===== config.mk =====
export PLATFORM = sky130hd
export DESIGN_NAME = dss_sequencer
export DESIGN_NICKNAME = d
export VERILOG_FILES = /design/src/logic/dss_pkg.sv /design/src/logic/dss_fifo.sv /design/src/logic/dss_sequencer.sv
export SDC_FILE = /design/constraint.sdc
export NUM_CORES = 1
export LEC_CHECK = 0
export ABC_AREA = 1
export ABC_CLOCK_PERIOD_IN_PS = 5100
export BUFFER_PORTS_ARGS = -buffer_cell sky130_fd_sc_hd__buf_2
export CAP_MARGIN = 0
export CORE_MARGIN = 4
export CORE_UTILIZATION = 30
export DETAILED_ROUTE_END_ITERATION = 12
export GPL_TIMING_DRIVEN = 0
export SYNTH_ARGS = -nofsm -noshare
export SYNTH_HDL_FRONTEND = slang
export SYNTH_SLANG_ARGS = --single-unit

===== constraint.sdc =====
create_clock -name ref_clk -period 5.1 [get_ports ref_clk]
set_clock_uncertainty 0.15 [all_clocks]
set_input_delay 0.51 -clock ref_clk [delete_from_list [all_inputs] [get_ports ref_clk]]
set_output_delay 0.51 -clock ref_clk [all_outputs]
set_load 0.03 [all_outputs]

===== src/logic/dss_pkg.sv =====
package dss_pkg;
   // clock and timing
   localparam int CLK_NS = 100;
   localparam int CYCLE_CNT = 40002;       // full measurement cycle, counts
   localparam int SIG_CNT = 10000;         // fixed signal integrate, counts
   localparam int AZ_START_CNT = 10001;    // auto-zero after a hold start
   localparam int SCAN_CNT = 200;          // digit drive period, counts
   localparam int STROBE_AT = 100;         // down-count value where strobe starts
   localparam int DIGITS = 5;
   localparam int STROBE_NS = 5000;
   localparam int STROBE_CYC = (STROBE_NS / CLK_NS < 1) ? 1 : STROBE_NS / CLK_NS;
   localparam int HOLD_PULSE_NS = 300;
   localparam int HOLD_PULSE_CYC = (HOLD_PULSE_NS + CLK_NS - 1) / CLK_NS;
   localparam logic [19:0] OVR_BCD = 20'h2_0000;   // 20000 counts in bcd
   localparam int FIFO_DEPTH = 32;

   typedef enum logic [1:0] {
      PH_SIG,
      PH_REF,
      PH_AZ,
      PH_HOLD
   } dss_phase_t;

   typedef struct packed {
      logic            positive;
      logic            overRange;
      logic [4:0][3:0] digits;
   } dss_reading_t;
endpackage


===== src/logic/dss_fifo.sv =====
`timescale 1ns/10ps
module dss_fifo #(
   parameter int WIDTH = 22,
   parameter int DEPTH = 32
) (
   // clock and reset
   input  wire logic             refClk,
   input  wire logic             arstN,
   // filling side
   input  wire logic             inValid,
   output logic                  inReady,
   input  wire logic [WIDTH-1:0] inData,
   // draining side
   output logic                  outValid,
   input  wire logic             outReady,
   output logic [WIDTH-1:0]      outData
);
   localparam int AW = $clog2(DEPTH);

   logic [WIDTH-1:0] mem [DEPTH];
   logic [AW-1:0]    wrPtr_q, wrPtr_d, rdPtr_q, rdPtr_d;
   logic [AW:0]      count_q, count_d;
   logic             doPush, doPop;

   // full and empty follow the occupancy count directly
   assign inReady  = count_q != (AW+1)'(DEPTH);
   assign outValid = count_q != '0;
   assign outData  = mem[rdPtr_q];
   assign doPush   = inValid & inReady;
   assign doPop    = outValid & outReady;

   always_comb begin
      wrPtr_d = doPush ? AW'(wrPtr_q + 1'b1) : wrPtr_q;
      rdPtr_d = doPop ? AW'(rdPtr_q + 1'b1) : rdPtr_q;
      count_d = count_q;
      if (doPush & ~doPop) begin
         count_d = (AW+1)'(count_q + 1'b1);
      end else if (doPop & ~doPush) begin
         count_d = (AW+1)'(count_q - 1'b1);
      end
   end

   always_ff @(posedge refClk or negedge arstN) begin
      if (!arstN) begin
         wrPtr_q <= '0;
         rdPtr_q <= '0;
         count_q <= '0;
      end else begin
         wrPtr_q <= wrPtr_d;
         rdPtr_q <= rdPtr_d;
         count_q <= count_d;
      end
   end

   // storage needs no reset, valid is carried by the count
   always_ff @(posedge refClk) begin
      if (doPush) begin
         mem[wrPtr_q] <= inData;
      end
   end
endmodule


===== src/logic/dss_sequencer.sv =====
`timescale 1ns/10ps
// Summary of operation
// - busy goes high at signal integrate, low after crossing or cycle end
// - result latches load in that first clock and then stay frozen
// - hold high: free-run, one cycle every 40,002 clocks
// - hold low: finish the cycle, then keep presenting that reading
// - while holding, hold pulse of at least four clocks (400 ns) starts cycle with auto-zero
// - hold pulse ending before the cycle completes is ignored
// - first strobe 101 counts after cycle end marks holding and ready
// - grounded blanking input blanks the digits; open shows them
// - sign and decimal points ignore blanking, flash above 19999 counts while free-running (blink is frozen while holding)
// - any of four decimal points lit when its select is low
// - signal integrate 10000 counts, then clear counters and integrate reference
// - reference integrate counts until zero crossing; count is the reading
// - after crossing, auto-zero integrator and comparator until next reading
// - hold low keeps the counters from restarting a conversion
// - overrange flag set at conversion-done, cleared at next reference start
// - digits scan msd to lsd, 200 clocks each; overrange blanks them
// - five low strobes per new reading, each starting mid-digit, first at 101, 5 us
// - polarity high for positive, valid from reference start to next
module dss_sequencer #(
   parameter int CYCLE_CNT    = dss_pkg::CYCLE_CNT,
   parameter int SIG_CNT      = dss_pkg::SIG_CNT,
   parameter int AZ_START_CNT = dss_pkg::AZ_START_CNT
) (
   // clock and reset
   input  wire logic        ref_clk,
   input  wire logic        arst_n,
   // analog front end, asynchronous
   input  wire logic        zeroCross,
   input  wire logic        signalPositive,
   // control pins, asynchronous
   input  wire logic        holdRun,
   input  wire logic        blankingN,
   input  wire logic [3:0]  decimalPointSelN,
   // analog switch controls
   output logic             signal_integrate_phase,
   output logic             reference_integrate_phase,
   output logic             auto_zero_phase,
   output logic             refNegative,
   // result and display
   output logic             convBusy,
   output logic             over_range_flag,
   output logic             polarity,
   output logic             signLit,
   output logic [3:0]       decimalPointLit,
   output logic [4:0]       digit_drive,
   output logic [3:0]       bcdDigit,
   output logic             strobeN,
   // reading stream
   output logic             readingValid,
   input  wire logic        readingReady,
   output dss_pkg::dss_reading_t readingData
);
   localparam logic [15:0] CYC_LAST = 16'(CYCLE_CNT - 1);
   localparam logic [15:0] SIG_LAST = 16'(SIG_CNT - 1);
   localparam logic [15:0] AZ_FROM  = 16'(CYCLE_CNT - AZ_START_CNT);
   localparam logic [7:0]  SCAN_TOP = 8'(dss_pkg::SCAN_CNT - 1);
   localparam logic [7:0]  SCAN_FST = 8'(dss_pkg::SCAN_CNT);
   localparam logic [7:0]  STB_AT   = 8'(dss_pkg::STROBE_AT);
   localparam logic [5:0]  STB_LAST = 6'(dss_pkg::STROBE_CYC - 1);
   localparam logic [1:0]  HOLD_MIN = 2'(dss_pkg::HOLD_PULSE_CYC);

   // two-flop synchronisers for every pin input
   logic [7:0] pinRaw, sync1_q, sync2_q;
   assign pinRaw = {decimalPointSelN, blankingN, holdRun, signalPositive, zeroCross};
   generate
      for (genvar i = 0; i < 8; i++) begin : g_sync
         always_ff @(posedge ref_clk or negedge arst_n) begin
            if (!arst_n) begin
               sync1_q[i] <= 1'b1;
               sync2_q[i] <= 1'b1;
            end else begin
               sync1_q[i] <= pinRaw[i];
               sync2_q[i] <= sync1_q[i];
            end
         end
      end
   endgenerate

   logic       crossS, posS, holdS, blankNS;
   logic [3:0] dpSelNS;
   assign {dpSelNS, blankNS, holdS, posS, crossS} = sync2_q;

   // sequencing state
   dss_pkg::dss_phase_t  phase_q, phase_d;
   logic [15:0]          cyc_q, cyc_d;
   logic [4:0][3:0]      cnt_q, cnt_d, cntInc;
   dss_pkg::dss_reading_t rd_q, rd_d;
   logic startPend_q, startPend_d, ovrPend_q, ovrPend_d;
   logic armed_q, armed_d, pol_q, pol_d, ovr_q, ovr_d, busy_q, busy_d;
   logic [1:0] holdHi_q, holdHi_d;
   logic       push_q, push_d, blink_q, blink_d;
   // display state
   logic [2:0] dig_q, dig_d, stbLeft_q, stbLeft_d;
   logic [7:0] scan_q, scan_d;
   logic [5:0] stbW_q, stbW_d;
   logic       stbN_q, stbN_d, ovrBlank_q, ovrBlank_d;
   logic [4:0] drive_q, drive_d;
   logic [3:0] bcd_q, bcd_d, dpLit_q, dpLit_d;
   logic       signLit_q, signLit_d, flashOff;
   logic       fifoReady, fifoValid;
   logic       cycEnd, fullEnd, refStart;
   dss_pkg::dss_reading_t fifoData;

   // bcd ripple increment, one carry stage per decade
   logic [5:0] carry;
   assign carry[0] = 1'b1;
   generate
      for (genvar d = 0; d < 5; d++) begin : g_bcd
         assign cntInc[d]  = !carry[d] ? cnt_q[d] :
                             (cnt_q[d] == 4'h9) ? 4'h0 : 4'(cnt_q[d] + 4'h1);
         assign carry[d+1] = carry[d] & (cnt_q[d] == 4'h9);
      end
   endgenerate

   assign cycEnd   = (cyc_q == CYC_LAST) && (phase_q != dss_pkg::PH_HOLD);
   assign fullEnd  = cycEnd & ~startPend_q;  // a hold-start auto-zero is no reading
   assign refStart = (phase_q == dss_pkg::PH_SIG) && (cyc_q == SIG_LAST);

   // conversion sequencing
   always_comb begin
      phase_d     = phase_q;
      cyc_d       = 16'(cyc_q + 16'h0001);
      cnt_d       = cnt_q;
      rd_d        = rd_q;
      startPend_d = startPend_q;
      ovrPend_d   = ovrPend_q;
      armed_d     = armed_q;
      pol_d       = pol_q;
      ovr_d       = ovr_q;
      busy_d      = busy_q;
      holdHi_d    = holdS ? ((holdHi_q == HOLD_MIN) ? holdHi_q : 2'(holdHi_q + 2'h1)) : 2'h0;
      push_d      = 1'b0;
      blink_d     = blink_q;
      unique case (phase_q)
         dss_pkg::PH_SIG: begin
            if (refStart) begin
               phase_d = dss_pkg::PH_REF;
               cnt_d   = '0;
               ovr_d   = 1'b0;
               pol_d   = posS;
            end
         end
         dss_pkg::PH_REF: begin
            cnt_d = cntInc;
            if (crossS) begin
               // first clock after crossing loads the latch once
               phase_d          = dss_pkg::PH_AZ;
               rd_d.digits      = cnt_q;
               rd_d.positive    = pol_q;
               rd_d.overRange   = 1'b0;
               busy_d           = 1'b0;
               push_d           = 1'b1;
            end else if (cnt_q == dss_pkg::OVR_BCD) begin
               phase_d   = dss_pkg::PH_AZ;
               cnt_d     = cnt_q;       // count stops at full scale
               ovrPend_d = 1'b1;
            end
         end
         dss_pkg::PH_AZ: begin
         end
         dss_pkg::PH_HOLD: begin
            cyc_d = cyc_q;
            if (!holdS) begin
               armed_d = 1'b1;
            end else if (armed_q && holdHi_q == HOLD_MIN) begin
               phase_d     = dss_pkg::PH_AZ;
               cyc_d       = AZ_FROM;
               startPend_d = 1'b1;
               armed_d     = 1'b0;
            end
         end
      endcase
      if (cycEnd) begin
         blink_d = ~blink_q;
         if (ovrPend_q) begin
            // overrange reading finishes only at the end of measurement
            ovrPend_d      = 1'b0;
            rd_d.digits    = cnt_q;
            rd_d.positive  = pol_q;
            rd_d.overRange = 1'b1;
            busy_d         = 1'b0;
            ovr_d          = 1'b1;
            push_d         = 1'b1;
         end
         // stream back-pressure stalls the next start like hold does
         if ((holdS | startPend_q) & fifoReady) begin
            phase_d     = dss_pkg::PH_SIG;
            cyc_d       = '0;
            busy_d      = 1'b1;
            startPend_d = 1'b0;
         end else begin
            phase_d = dss_pkg::PH_HOLD;
            cyc_d   = cyc_q;
            armed_d = ~holdS;
         end
      end
   end

   always_ff @(posedge ref_clk or negedge arst_n) begin
      if (!arst_n) begin
         phase_q     <= dss_pkg::PH_AZ;
         cyc_q       <= '0;
         cnt_q       <= '0;
         rd_q        <= '0;
         startPend_q <= 1'b0;
         ovrPend_q   <= 1'b0;
         armed_q     <= 1'b0;
         pol_q       <= 1'b1;
         ovr_q       <= 1'b0;
         busy_q      <= 1'b1;
         holdHi_q    <= '0;
         push_q      <= 1'b0;
         blink_q     <= 1'b0;
      end else begin
         phase_q     <= phase_d;
         cyc_q       <= cyc_d;
         cnt_q       <= cnt_d;
         rd_q        <= rd_d;
         startPend_q <= startPend_d;
         ovrPend_q   <= ovrPend_d;
         armed_q     <= armed_d;
         pol_q       <= pol_d;
         ovr_q       <= ovr_d;
         busy_q      <= busy_d;
         holdHi_q    <= holdHi_d;
         push_q      <= push_d;
         blink_q     <= blink_d;
      end
   end

   assign flashOff = rd_q.overRange & blink_q;

   // digit scan, strobes and display gating
   always_comb begin
      dig_d      = dig_q;
      scan_d     = 8'(scan_q - 8'h01);
      stbLeft_d  = stbLeft_q;
      stbW_d     = stbW_q;
      stbN_d     = stbN_q;
      ovrBlank_d = ovrBlank_q;
      if (fullEnd) begin
         dig_d     = 3'd4;              // msd held 201 counts
         scan_d    = SCAN_FST;
         stbLeft_d = 3'(dss_pkg::DIGITS);
      end else if (refStart) begin
         dig_d      = 3'd4;
         scan_d     = SCAN_TOP;
         ovrBlank_d = 1'b0;
      end else if (scan_q == '0) begin
         scan_d = SCAN_TOP;
         dig_d  = (dig_q == '0) ? 3'd4 : 3'(dig_q - 3'd1);
      end
      if (scan_q == STB_AT && stbLeft_q != '0 && !fullEnd) begin
         // mid-period strobe keeps clear of bcd changes
         stbN_d    = 1'b0;
         stbW_d    = STB_LAST;
         stbLeft_d = 3'(stbLeft_q - 3'd1);
      end else if (!stbN_q) begin
         stbW_d = 6'(stbW_q - 6'h01);
         if (stbW_q == '0) begin
            stbN_d = 1'b1;
            if (stbLeft_q == '0 && rd_q.overRange) begin
               ovrBlank_d = 1'b1;
            end
         end
      end
      for (int i = 0; i < 5; i++) begin
         drive_d[i] = (dig_d == 3'(i)) & blankNS & ~ovrBlank_d;
      end
      bcd_d = rd_q.digits[dig_d];
      for (int i = 0; i < 4; i++) begin
         dpLit_d[i] = ~dpSelNS[i] & ~flashOff;
      end
      signLit_d = ~flashOff;
   end

   always_ff @(posedge ref_clk or negedge arst_n) begin
      if (!arst_n) begin
         dig_q      <= 3'd4;
         scan_q     <= SCAN_TOP;
         stbLeft_q  <= '0;
         stbW_q     <= '0;
         stbN_q     <= 1'b1;
         ovrBlank_q <= 1'b0;
         drive_q    <= '0;
         bcd_q      <= '0;
         dpLit_q    <= '0;
         signLit_q  <= 1'b0;
      end else begin
         dig_q      <= dig_d;
         scan_q     <= scan_d;
         stbLeft_q  <= stbLeft_d;
         stbW_q     <= stbW_d;
         stbN_q     <= stbN_d;
         ovrBlank_q <= ovrBlank_d;
         drive_q    <= drive_d;
         bcd_q      <= bcd_d;
         dpLit_q    <= dpLit_d;
         signLit_q  <= signLit_d;
      end
   end

   // one word per finished reading; space is checked before each start
   dss_fifo #(
      .WIDTH ($bits(dss_pkg::dss_reading_t)),
      .DEPTH (dss_pkg::FIFO_DEPTH)
   ) u_fifo (
      .refClk   (ref_clk),
      .arstN    (arst_n),
      .inValid  (push_q),
      .inReady  (fifoReady),
      .inData   (rd_q),
      .outValid (fifoValid),
      .outReady (readingReady),
      .outData  (fifoData)
   );

   assign signal_integrate_phase    = phase_q == dss_pkg::PH_SIG;
   assign reference_integrate_phase = phase_q == dss_pkg::PH_REF;
   assign auto_zero_phase           = phase_q == dss_pkg::PH_AZ || phase_q == dss_pkg::PH_HOLD;
   assign refNegative               = pol_q;   // reference opposes the signal
   assign convBusy                  = busy_q;
   assign over_range_flag           = ovr_q;
   assign polarity                  = pol_q;
   assign signLit                   = signLit_q;
   assign decimalPointLit           = dpLit_q;
   assign digit_drive               = drive_q;
   assign bcdDigit                  = bcd_q;
   assign strobeN                   = stbN_q;
   assign readingValid              = fifoValid;
   assign readingData               = fifoData;
endmodule


## Word level (Yosys, flattened, before mapping)

Memory sizes are Yosys's and may differ from the RTL's.
Cells that the tools add are included.

| word-level totals | value |
|---|---|
| logic and storage cells | 243 |
| memory bits (read-only) | 0 |
| latch bits | 0 |
| register bits | 138 |
| bits in writable memories | 704 |
| input port bits | 11 |
| memories kept | 1 |

Memory list:

| name | words | width | read ports | clocked after memory_dff | wr ports | RTL line | source |
|---|---|---|---|---|---|---|---|
| u_fifo.mem | 32 | 22 | 1 | 0 | 1 | dss_fifo.sv:20 | `logic [WIDTH-1:0] mem [DEPTH];` |

| operators by class | value |
|---|---|
| reductions and logical operators | 24 |
| equality and inequality tests | 28 |
| div/mod/pow operators | 0 |
| shift operators | 0 |
| mux-type cells | 86 |
| multiply operators | 0 |
| order comparisons | 1 |
| $add $sub $neg | 15 |
| bitwise gates (word level) | 36 |

Operator list:

| cell | number |
|---|---|
| 2-to-1 mux 22 bit | 4 |
| 2-to-1 mux 16 bit | 5 |
| 2-to-1 mux 20 bit | 3 |
| 2-to-1 mux 4 bit | 10 |
| case mux 20 bit (2 select lines) | 1 |
| 2-to-1 mux 1 bit | 39 |
| bitwise AND 1 bit | 24 |
| 2-to-1 mux 6 bit | 4 |
| 2-to-1 mux 8 bit | 3 |
| adder 4 x 1 -> 4 bit, second input constant | 5 |
| == test 20 x 18 -> 1 bit, second input constant | 1 |
| == test 4 bit, second input constant | 5 |
| 2-to-1 mux 2 bit | 9 |
| 2-to-1 mux 3 bit | 6 |
| adder 16 x 1 -> 16 bit, second input constant | 1 |
| == test 16 x 14 -> 1 bit, second input constant | 1 |
| == test 16 bit, second input constant | 1 |
| binary-select mux 4 bit (select 3 bit) | 1 |
| subtractor 6 x 1 -> 6 bit, second input constant | 2 |
| NOT 1 bit | 11 |
| adder 5 x 1 -> 5 bit, second input constant | 2 |
| zero test 3 bit | 3 |
| != test 3 bit, second input constant | 3 |
| == test 8 x 7 -> 1 bit, second input constant | 1 |
| 30 further kinds | 45 |

## Logic depth before layout (Yosys ltp)

Gate-level depths: netlist of the first run.

| logic depth | value |
|---|---|
| depth in word-level cells | 10 |
| mapped depth | 16 |

## Modules after synthesis

A second synthesis of the first run with hierarchy kept.

| second synthesis, totals | value |
|---|---|
| cells, all modules | 3561 |
| area total of the unflattened synthesis | 36924.2 sq um |

By module, submodules not included:

| module | cells each | sequential area each (sq um) | area an instance (sq um) | instances |
|---|---|---|---|---|
| dss_fifo | 2862 | 21540.7 | 30762.0 | 1 |
| dss_sequencer | 699 | 3085.5 | 6162.2 | 1 |

## Least setup slack after synthesis of the first run

No wires, ideal clock.

| path | value |
|---|---|
| path type | flip-flop to flip-flop |
| start | reg u_fifo.count_q[0] |
| end | mem u_fifo.mem[11][0], enable pin |
| cell stages (with the launch flop) | 7 |
| data required time | 4.549 ns |
| period minus slack after synthesis | 2.620 ns |
| path buffers | 0 |
| setup slack | 2.480 ns |
| setup time | 0.401 ns |
| data arrival time | 2.070 ns |
| cell sequence | dfrtp_1 inv_1 nand3_1 nor3_1 nor2_2 nand2_1 nor2_1 |

| between the ends | value |
|---|---|
| longest elaborated chain between the ends | 4 |

RTL lines:

| element | RTL line | source |
|---|---|---|
| from (decl) | dss_fifo.sv:22 | `logic [AW:0] count_q, count_d;` |
| from (signal assigned) | dss_fifo.sv:51 | `count_q <= count_d;` |
| != test 6 bit | dss_fifo.sv:26 | `assign inReady = count_q != (AW+1)'(DEPTH);` |
| bitwise AND 1 bit | dss_fifo.sv:29 | `assign doPush = inValid & inReady;` |
| via u_fifo.doPush | dss_fifo.sv:23 | `logic doPush, doPop;` |
| 2-to-1 mux 1 bit | dss_fifo.sv:57 | `if (doPush) begin` |
| 2-to-1 mux 1 bit (implied by the code) | dss_fifo.sv:58 | `mem[wrPtr_q] <= inData;` |
| to (decl) | dss_fifo.sv:20 |  |

The timed path passes the listed nets, and every way through them passes these cells.

==> results of run 1 <==
[through the flow]
| stage | total power [mW] | utilization, % | cells | cell area, sq um | hold slack [ps] |
|---|---|---|---|---|---|
| after floorplan | 10.9 | - | 2862 | 34400 | 64.4 |
| after global placement | 13.7 | 32.3 | 4417 | 36600 | 197 |
| after detailed placement | 13.7 | 32.8 | 4440 | 37200 | 197 |
| after CTS | 20.0 | 35.4 | 4608 | 40100 | 172 |
| after global routing | 20.8 | 35.4 | 4609 | 40100 | 198 |
| final | 20.1 | 35.4 | 4609 | 40100 | 205 |
[registers in the layout, indices dropped and copies added, names as in the netlist, 3 cells and up]
name,cells
u_fifo.mem,704
rd_q,22
cnt_q,20
cyc_q,16
scan_q,8
sync1_q,8
stbW_q,6
u_fifo.count_q,6
digit_drive,5
u_fifo.rdPtr_q,5
u_fifo.wrPtr_q,5
bcdDigit,4
decimalPointLit,4
dpSelNS,4
dig_q,3
stbLeft_q,3
[path summary, 6_finish.rpt]
check	to	cells after the start	startpoint
worst max-delay path	readingData[2]	11	u_fifo.rdPtr_q[0]
worst min-delay path	dpSelNS[0]	0	sync1_q[4]
worst max register to register	u_fifo.mem[0][9]	7	u_fifo.count_q[0]
worst min register to register	dpSelNS[0]	0	sync1_q[4]
max in group asynchronous	rd_q[17]	3	arst_n
min in group asynchronous	cyc_q[5]	2	arst_n
[where the power goes]
group,leakage (nW),internal (mW),total [mW],switching (mW)
sequential,6.56,7.42,7.47,0.0513
clock,1.36,3.65,6.32,2.67
combinational,4.26,1.38,6.30,4.92
total,12.2,12.5,20.1,7.64
[critical path, stage by stage (launching register included)]
cell      delay [ps]
dfrtp_1          440
inv_1            190
buf_4            250
buf_2            450
clkbuf_1         490
o21ai_0          180
o211ai_1         250
nand3_1          310
nand4_1          230
o21ai_1          250
inv_1            130
buf_2            200
[layout make-up]
class	count	area share, %
plain buffers	155	1.64
clock buffers	114	5.86
clock inverters	45	1.11
inverters	141	1.32
multi-input cells	1724	21.8
flip-flops and latches	842	61.4
well taps	1500	4.68
repair buffers	88	2.12
[per-layer routing]
metal  part of all wire [%]  up-vias  global-route usage [%]
met5                      0        -                       0
met4                    4.9        0                    7.69
met3                    9.8      221                    3.53
met2                     44     1184                    26.0
met1                     41    11800                    23.3
li1                       -    10700                       -
[cell usage in the layout (no fill, tap or decap), types with 15 or more instances in the layout]
cell type / n
a21oi_1: 15
buf_2: 98
clkbuf_1: 119
clkbuf_16: 88
clkinv_1: 18
dfrtp_1: 95
dfrtp_2: 17
dfstp_2: 26
edfxtp_1: 704
ha_1: 32
inv_1: 124
inv_2: 15
nand2_1: 278
nand3_1: 102
nand4_1: 53
nor2_1: 476
nor2_2: 27
nor2_4: 18
nor3_1: 17
o211ai_1: 62
o21ai_0: 405
o21ai_1: 52
o221ai_1: 26
o22ai_1: 93
xor2_1: 26
[repair_timing]
| item | CTS | global route |
|---|---|---|
| gates resized for setup | 0 | 0 |
| buffers inserted | 0 | 0 |
| hold endpoints to repair | 55 | 0 |
| hold buffers | 9 | 0 |
[cell families (layout without fill, tap and decap cells)]
family | after synthesis | count (layout) | synth area share, %
compound gates | 666 | 666 | 10.9
xor+xnor | 31 | 31 | 0.789
flops | 842 | 842 | 71.6
simple gates | 994 | 994 | 12.1
buf+inv | 296 | 543 | 3.45
fa+ha+maj | 33 | 33 | 1.22
==> run summary, run 1 <==
register area share after synthesis -> 71.6%
area of the multi-input gates -> 8750 sq um
hold crit path type -> reg -> reg
Worst Tran Pin Value -> 1440 ps
row count -> 123
Crit Path Max Fanout -> 10
Reg clk slew, reported paths -> 60 ps
most frequent cells after synthesis -> edfxtp_1 (704), nor2_1 (508), o21ai_0 (405)
Starting DRT DRC Count -> 3095
Vias -> 23900
H-tree Lvls -> 3
Worst Path Arrival -> 4040 ps
EDFF count, synth -> 704
Tcrit/Tclk final -> 92.2%
die width -> 347 um
post-place setup slack -> 1170 ps
number of synthesis warnings -> 0
Async SR Flop Fraction -> 16.4%
Fillers -> 11100
top cell type's share of synthesized area -> 61.4%
Detailed Routing Iterations Pass 1 -> 6
most frequent cell after synthesis -> edfxtp_1
clk_lat worst skew -> 640 ps
diode count -> 0
post-synthesis cell type count -> 40
status -> finished, final reports clean
count of pins over their slew limit -> 0
Clock Path Buffers -> 3
overall die area -> 120000 sq um
global router's overall resource usage -> 17.0%
Mean Syn Cell Area -> 12.0 sq um
Max rail drop VDD -> 380 uV
Clock Tree Root -> clkbuf_16
syn nets -> 2906
vias in the first global route -> 22600
DR WL/cell -> 22.9 um
Antenna Nets Post-Route -> 0
fin nets -> 3082
Final TNS setup -> 0 ps
slack of the worst reg-to-reg path -> 1890 ps
Residual DRC -> 0
final hold violations -> 0
Max Cap Viol -> 0
crit path kind -> reg -> out
final setup margin -> 396 ps
Setup crit end kind -> output port
Yosys reg bits -> 842
largest net degree at the start of global routing -> 92
PwrDens -> 501 nW/um^2
final wirelength -> 106 mm
Synth Instances -> 2862
share of cells above drive strength 1 -> 12.0%
area grow syn2layout -> 16.5%
final setup violating endpoints -> 0
Worst setup SP type -> flop
cell area after synthesis -> 34400 sq um
TritonCTS sink count -> 842
RSZ-0062 raised after global routing -> false
vias per cell -> 5.19
Max transition margin -> 4.04%
Worst EP required -> 4440 ps
Max Freq -> 213 MHz
Synth Flop Type -> edfxtp_1
gr ovfl total -> 0
LEAKAGE -> 12.2 nW
CORE AREA -> 113000 sq um
CTS tree -> yes
FF/Latch Area -> 24600 sq um
fin crit period -> 4700 ps
top post-synthesis cells by area -> edfxtp_1 (61%), dfrtp_1 (8.1%), o21ai_0 (5.9%), nor2_1 (5.5%), nand2_1 (3.0%)
DIE HEIGHT -> 347 um
# IOs -> 56
initial antenna violation count -> 3
Initial Util -> 30.4%
RD Place Congestion -> 0.963
Port Buf Inserts -> 55
dpl hpwl -> 69.9 mm
global-route wire length before repair -> 153 mm
Yosys top cell by area -> edfxtp_1
TritonCTS buffer count -> 86
Note: power is estimated with default switching activity, not from simulation.
==> run 2, diff against run 1 <==
--- a/config.mk
+++ b/config.mk
@@ -5,7 +5,6 @@
 export SDC_FILE = /design/constraint.sdc
 export NUM_CORES = 1
 export LEC_CHECK = 0
-export ABC_AREA = 1
 export ABC_CLOCK_PERIOD_IN_PS = 5100
 export BUFFER_PORTS_ARGS = -buffer_cell sky130_fd_sc_hd__buf_2
 export CAP_MARGIN = 0
@@ -13,6 +12,7 @@
 export CORE_UTILIZATION = 30
 export DETAILED_ROUTE_END_ITERATION = 12
 export GPL_TIMING_DRIVEN = 0
+export MAX_ROUTING_LAYER = met4
 export SYNTH_ARGS = -nofsm -noshare
 export SYNTH_HDL_FRONTEND = slang
 export SYNTH_SLANG_ARGS = --single-unit
==> run 2 against run 1 <==
Net effect: cell count is 26% lower; synthesized cell count is 41% lower; worst setup slack worse by 300 ps; maximum frequency is 5.9% lower; hold slack worse by 4.5 ps; critical path depth is 4 lower; sequential power hardly changed; utilization is 0.12 points lower; non-clock buffer count is 92 lower; clock power is 3% lower.
==> run summary, run 2 <==
syn nets -> 1736
crit-path cells -> clkbuf_1, clkbuf_1, clkbuf_1, mux4_2, mux4_2, mux2_2, buf_2
Tcrit/Tclk final -> 98.0%
vias per cell -> 5.00
dpl hpwl -> 50.2 mm
Clk pwr share -> 38.4%
met2 wire length -> 37.3 mm
status -> finished, final reports clean
count of pins over their slew limit -> 0
Max transition margin -> 14.0%
cell with the most instances on the worst path -> clkbuf_1
Synth Flop Type -> edfxtp_1
TritonCTS sink count -> 842
number of synthesis warnings -> 0
global router's overall resource usage -> 14.0%
share of cells above drive strength 1 -> 29.2%
final setup margin -> 101 ps
Worst EP required -> 4440 ps
most frequent cells after synthesis -> edfxtp_1 (704), mux4_2 (220), dfrtp_1 (112)
Fillers -> 10200
EDFF count, synth -> 704
Worst Tran Pin Value -> 1290 ps
crit path kind -> reg -> out
commonest non-fill, non-tap cell in the layout -> edfxtp_1
DIE HEIGHT -> 343 um
fin crit period -> 5000 ps
post-place setup slack -> 559 ps
register with the most flip-flops -> u_fifo.mem
Largest register FFs -> 704
CORE AREA -> 111000 sq um
Yosys reg bits -> 842
met1 wire length -> 34.2 mm
NetSw -> 4.11 mW
combinational cell fraction of total power -> 14.9%
Starting DRT DRC Count -> 1601
overall die area -> 118000 sq um
gr ovfl total -> 0
Clock Path Buffers -> 3
top post-synthesis cells by area -> edfxtp_1 (63%), mux4_2 (15%), dfrtp_1 (8.3%), dfstp_2 (2.0%), mux2_2 (1.4%)
vias in the first global route -> 17600
Seq pwr share -> 46.8%
PwrDens -> 408 nW/um^2
RSZ-0062 raised after global routing -> false
Detailed Routing Iterations Pass 1 -> 6
CTS tree -> yes
initial antenna violation count -> 4
setup repair bufs after CTS -> 0
# IOs -> 56
DR WL/cell -> 23.3 um
most frequent cells in the layout -> edfxtp_1 (704), mux4_2 (220), dfrtp_1 (111)
Async SR Flop Fraction -> 16.4%
register area share after synthesis -> 73.2%
H-tree Lvls -> 3
Sw Share -> 25.7%
slowest CP cell -> clkbuf_1
Synth Instances -> 1692
Int Pwr -> 11.9 mW
Mean Syn Cell Area -> 19.9 sq um
clk_lat worst skew -> 630 ps
Initial Util -> 30.3%
top cell type's share of synthesized area -> 62.9%
final hold violations -> 0
Final TNS setup -> 0 ps
hold crit path type -> reg -> reg
Vias -> 17100
TritonCTS buffer count -> 82
final setup violating endpoints -> 0
fin nets -> 1898
Reg clk slew, reported paths -> 60 ps
Antenna Nets Post-Route -> 0
Max Cap Viol -> 0
Max Freq -> 200 MHz
Worst Path Arrival -> 4340 ps
RD Place Congestion -> 0.794
post-synthesis cell type count -> 71
Max rail drop VDD -> 214 uV
cell area after synthesis -> 33600 sq um
biggest regs -> u_fifo.mem (704), rd_q (22), cnt_q (20)
CP max stage delay -> 850 ps
global-route wire length before repair -> 118 mm
Setup crit end kind -> output port
Worst setup SP type -> flop
area grow syn2layout -> 16.4%
top sig layer -> met4
die width -> 343 um
Residual DRC -> 0
met3 routed WL -> 6.20 mm
largest net degree at the start of global routing -> 93
Crit Path Max Fanout -> 10
row count -> 122
final wirelength -> 79.5 mm
Port Buf Inserts -> 55
LEAKAGE -> 10.8 nW
Yosys top cell by area -> edfxtp_1
Clock Tree Root -> clkbuf_16
most frequent cell after synthesis -> edfxtp_1
==> run 2: changes by cell type in the layout (fill, tap and decap cells not counted), moves of 69 or more <==
cell      before  now
clkbuf_1     119   50
inv_1        124   33
mux4_2         0  220
nand2_1      278   71
nand3_1      102   29
nor2_1       476   42
o21ai_0      405   49
o22ai_1       93    0
==> run 2: kinds of logic after synthesis <==
kind of cell    Yosys count  synth area share (%)
flops                   842                  73.2
buf+inv                 107                  1.50
xor+xnor                 27                 0.703
fa+ha+maj                33                  1.25
compound gates          128                  2.44
mux                     275                  16.6
simple gates            280                  4.32
==> run 2: cell type report <==
class / instances / area, sq um / area share (%)
diodes: 2 / 5.00 / 0.0128
plain buffers: 73 / 377 / 0.962
clock buffers: 98 / 2140 / 5.47
clock inverters: 50 / 547 / 1.40
inverters: 34 / 128 / 0.326
multi-input cells: 743 / 8730 / 22.3
flip-flops and latches: 842 / 24600 / 62.9
well taps: 1488 / 1860 / 4.75
repair buffers: 78 / 742 / 1.89
==> run 2: power by group through the flow <==
stage / Combinational, mW / Clock (mW) / Sequential, mW
after floorplan: 1.65 / 0 / 7.60
after global placement: 2.39 / 0 / 7.61
after detailed placement: 2.42 / 0 / 7.62
after CTS: 2.44 / 6.24 / 7.47
after global routing: 2.56 / 6.55 / 7.48
final: 2.38 / 6.13 / 7.48
==> run 2: metal layers <==
layer,vias to the layer above,GRT usage (%)
li1,7204,-
met1,9064,19.0
met2,656,21.3
met3,131,3.38
met4,0,3.60
met5,-,-
==> run 2: metrics by stage <==
step | power (mW) | hold slack (ps) | utilization (%) | cell area [sq um] | std cells
after global placement | 10.0 | 195 | 32.2 | 35800 | 3235
final | 16.0 | 200 | 35.3 | 39200 | 3408
after CTS | 16.2 | 200 | 35.3 | 39200 | 3406
after global routing | 16.6 | 201 | 35.3 | 39200 | 3406
after floorplan | 9.25 | 64.4 | - | 33600 | 1692
after detailed placement | 10.0 | 197 | 32.8 | 36400 | 3249
==> run 2: final timing paths <==
path,end,cells past startpoint,startpoint,slack (ps)
max,readingData[17],7,u_fifo.rdPtr_q[1],100
min,dpSelNS[3],0,sync1_q[7],200
max reg2reg,u_fifo.count_q[5],14,u_fifo.count_q[1],1260
min reg2reg,dpSelNS[3],0,sync1_q[7],200
max in group asynchronous,sync1_q[2],3,arst_n,3740
min in group asynchronous,stbW_q[2],2,arst_n,230
==> run 2: repair_timing <==
action	in CTS	in global routing
resized for setup	1	0
endpoints found under the hold margin	52	0
hold buffers	9	0
endpoints found under the setup margin	18	0
==> run 2: worst max-delay path, delay by kind of cell, from the launching register on <==
| kind | cells | cell delay (ps) |
|---|---|---|
| buffers and inverters | 4 | 2020 |
| flip-flops | 1 | 360 |
| multiplexers | 3 | 1310 |
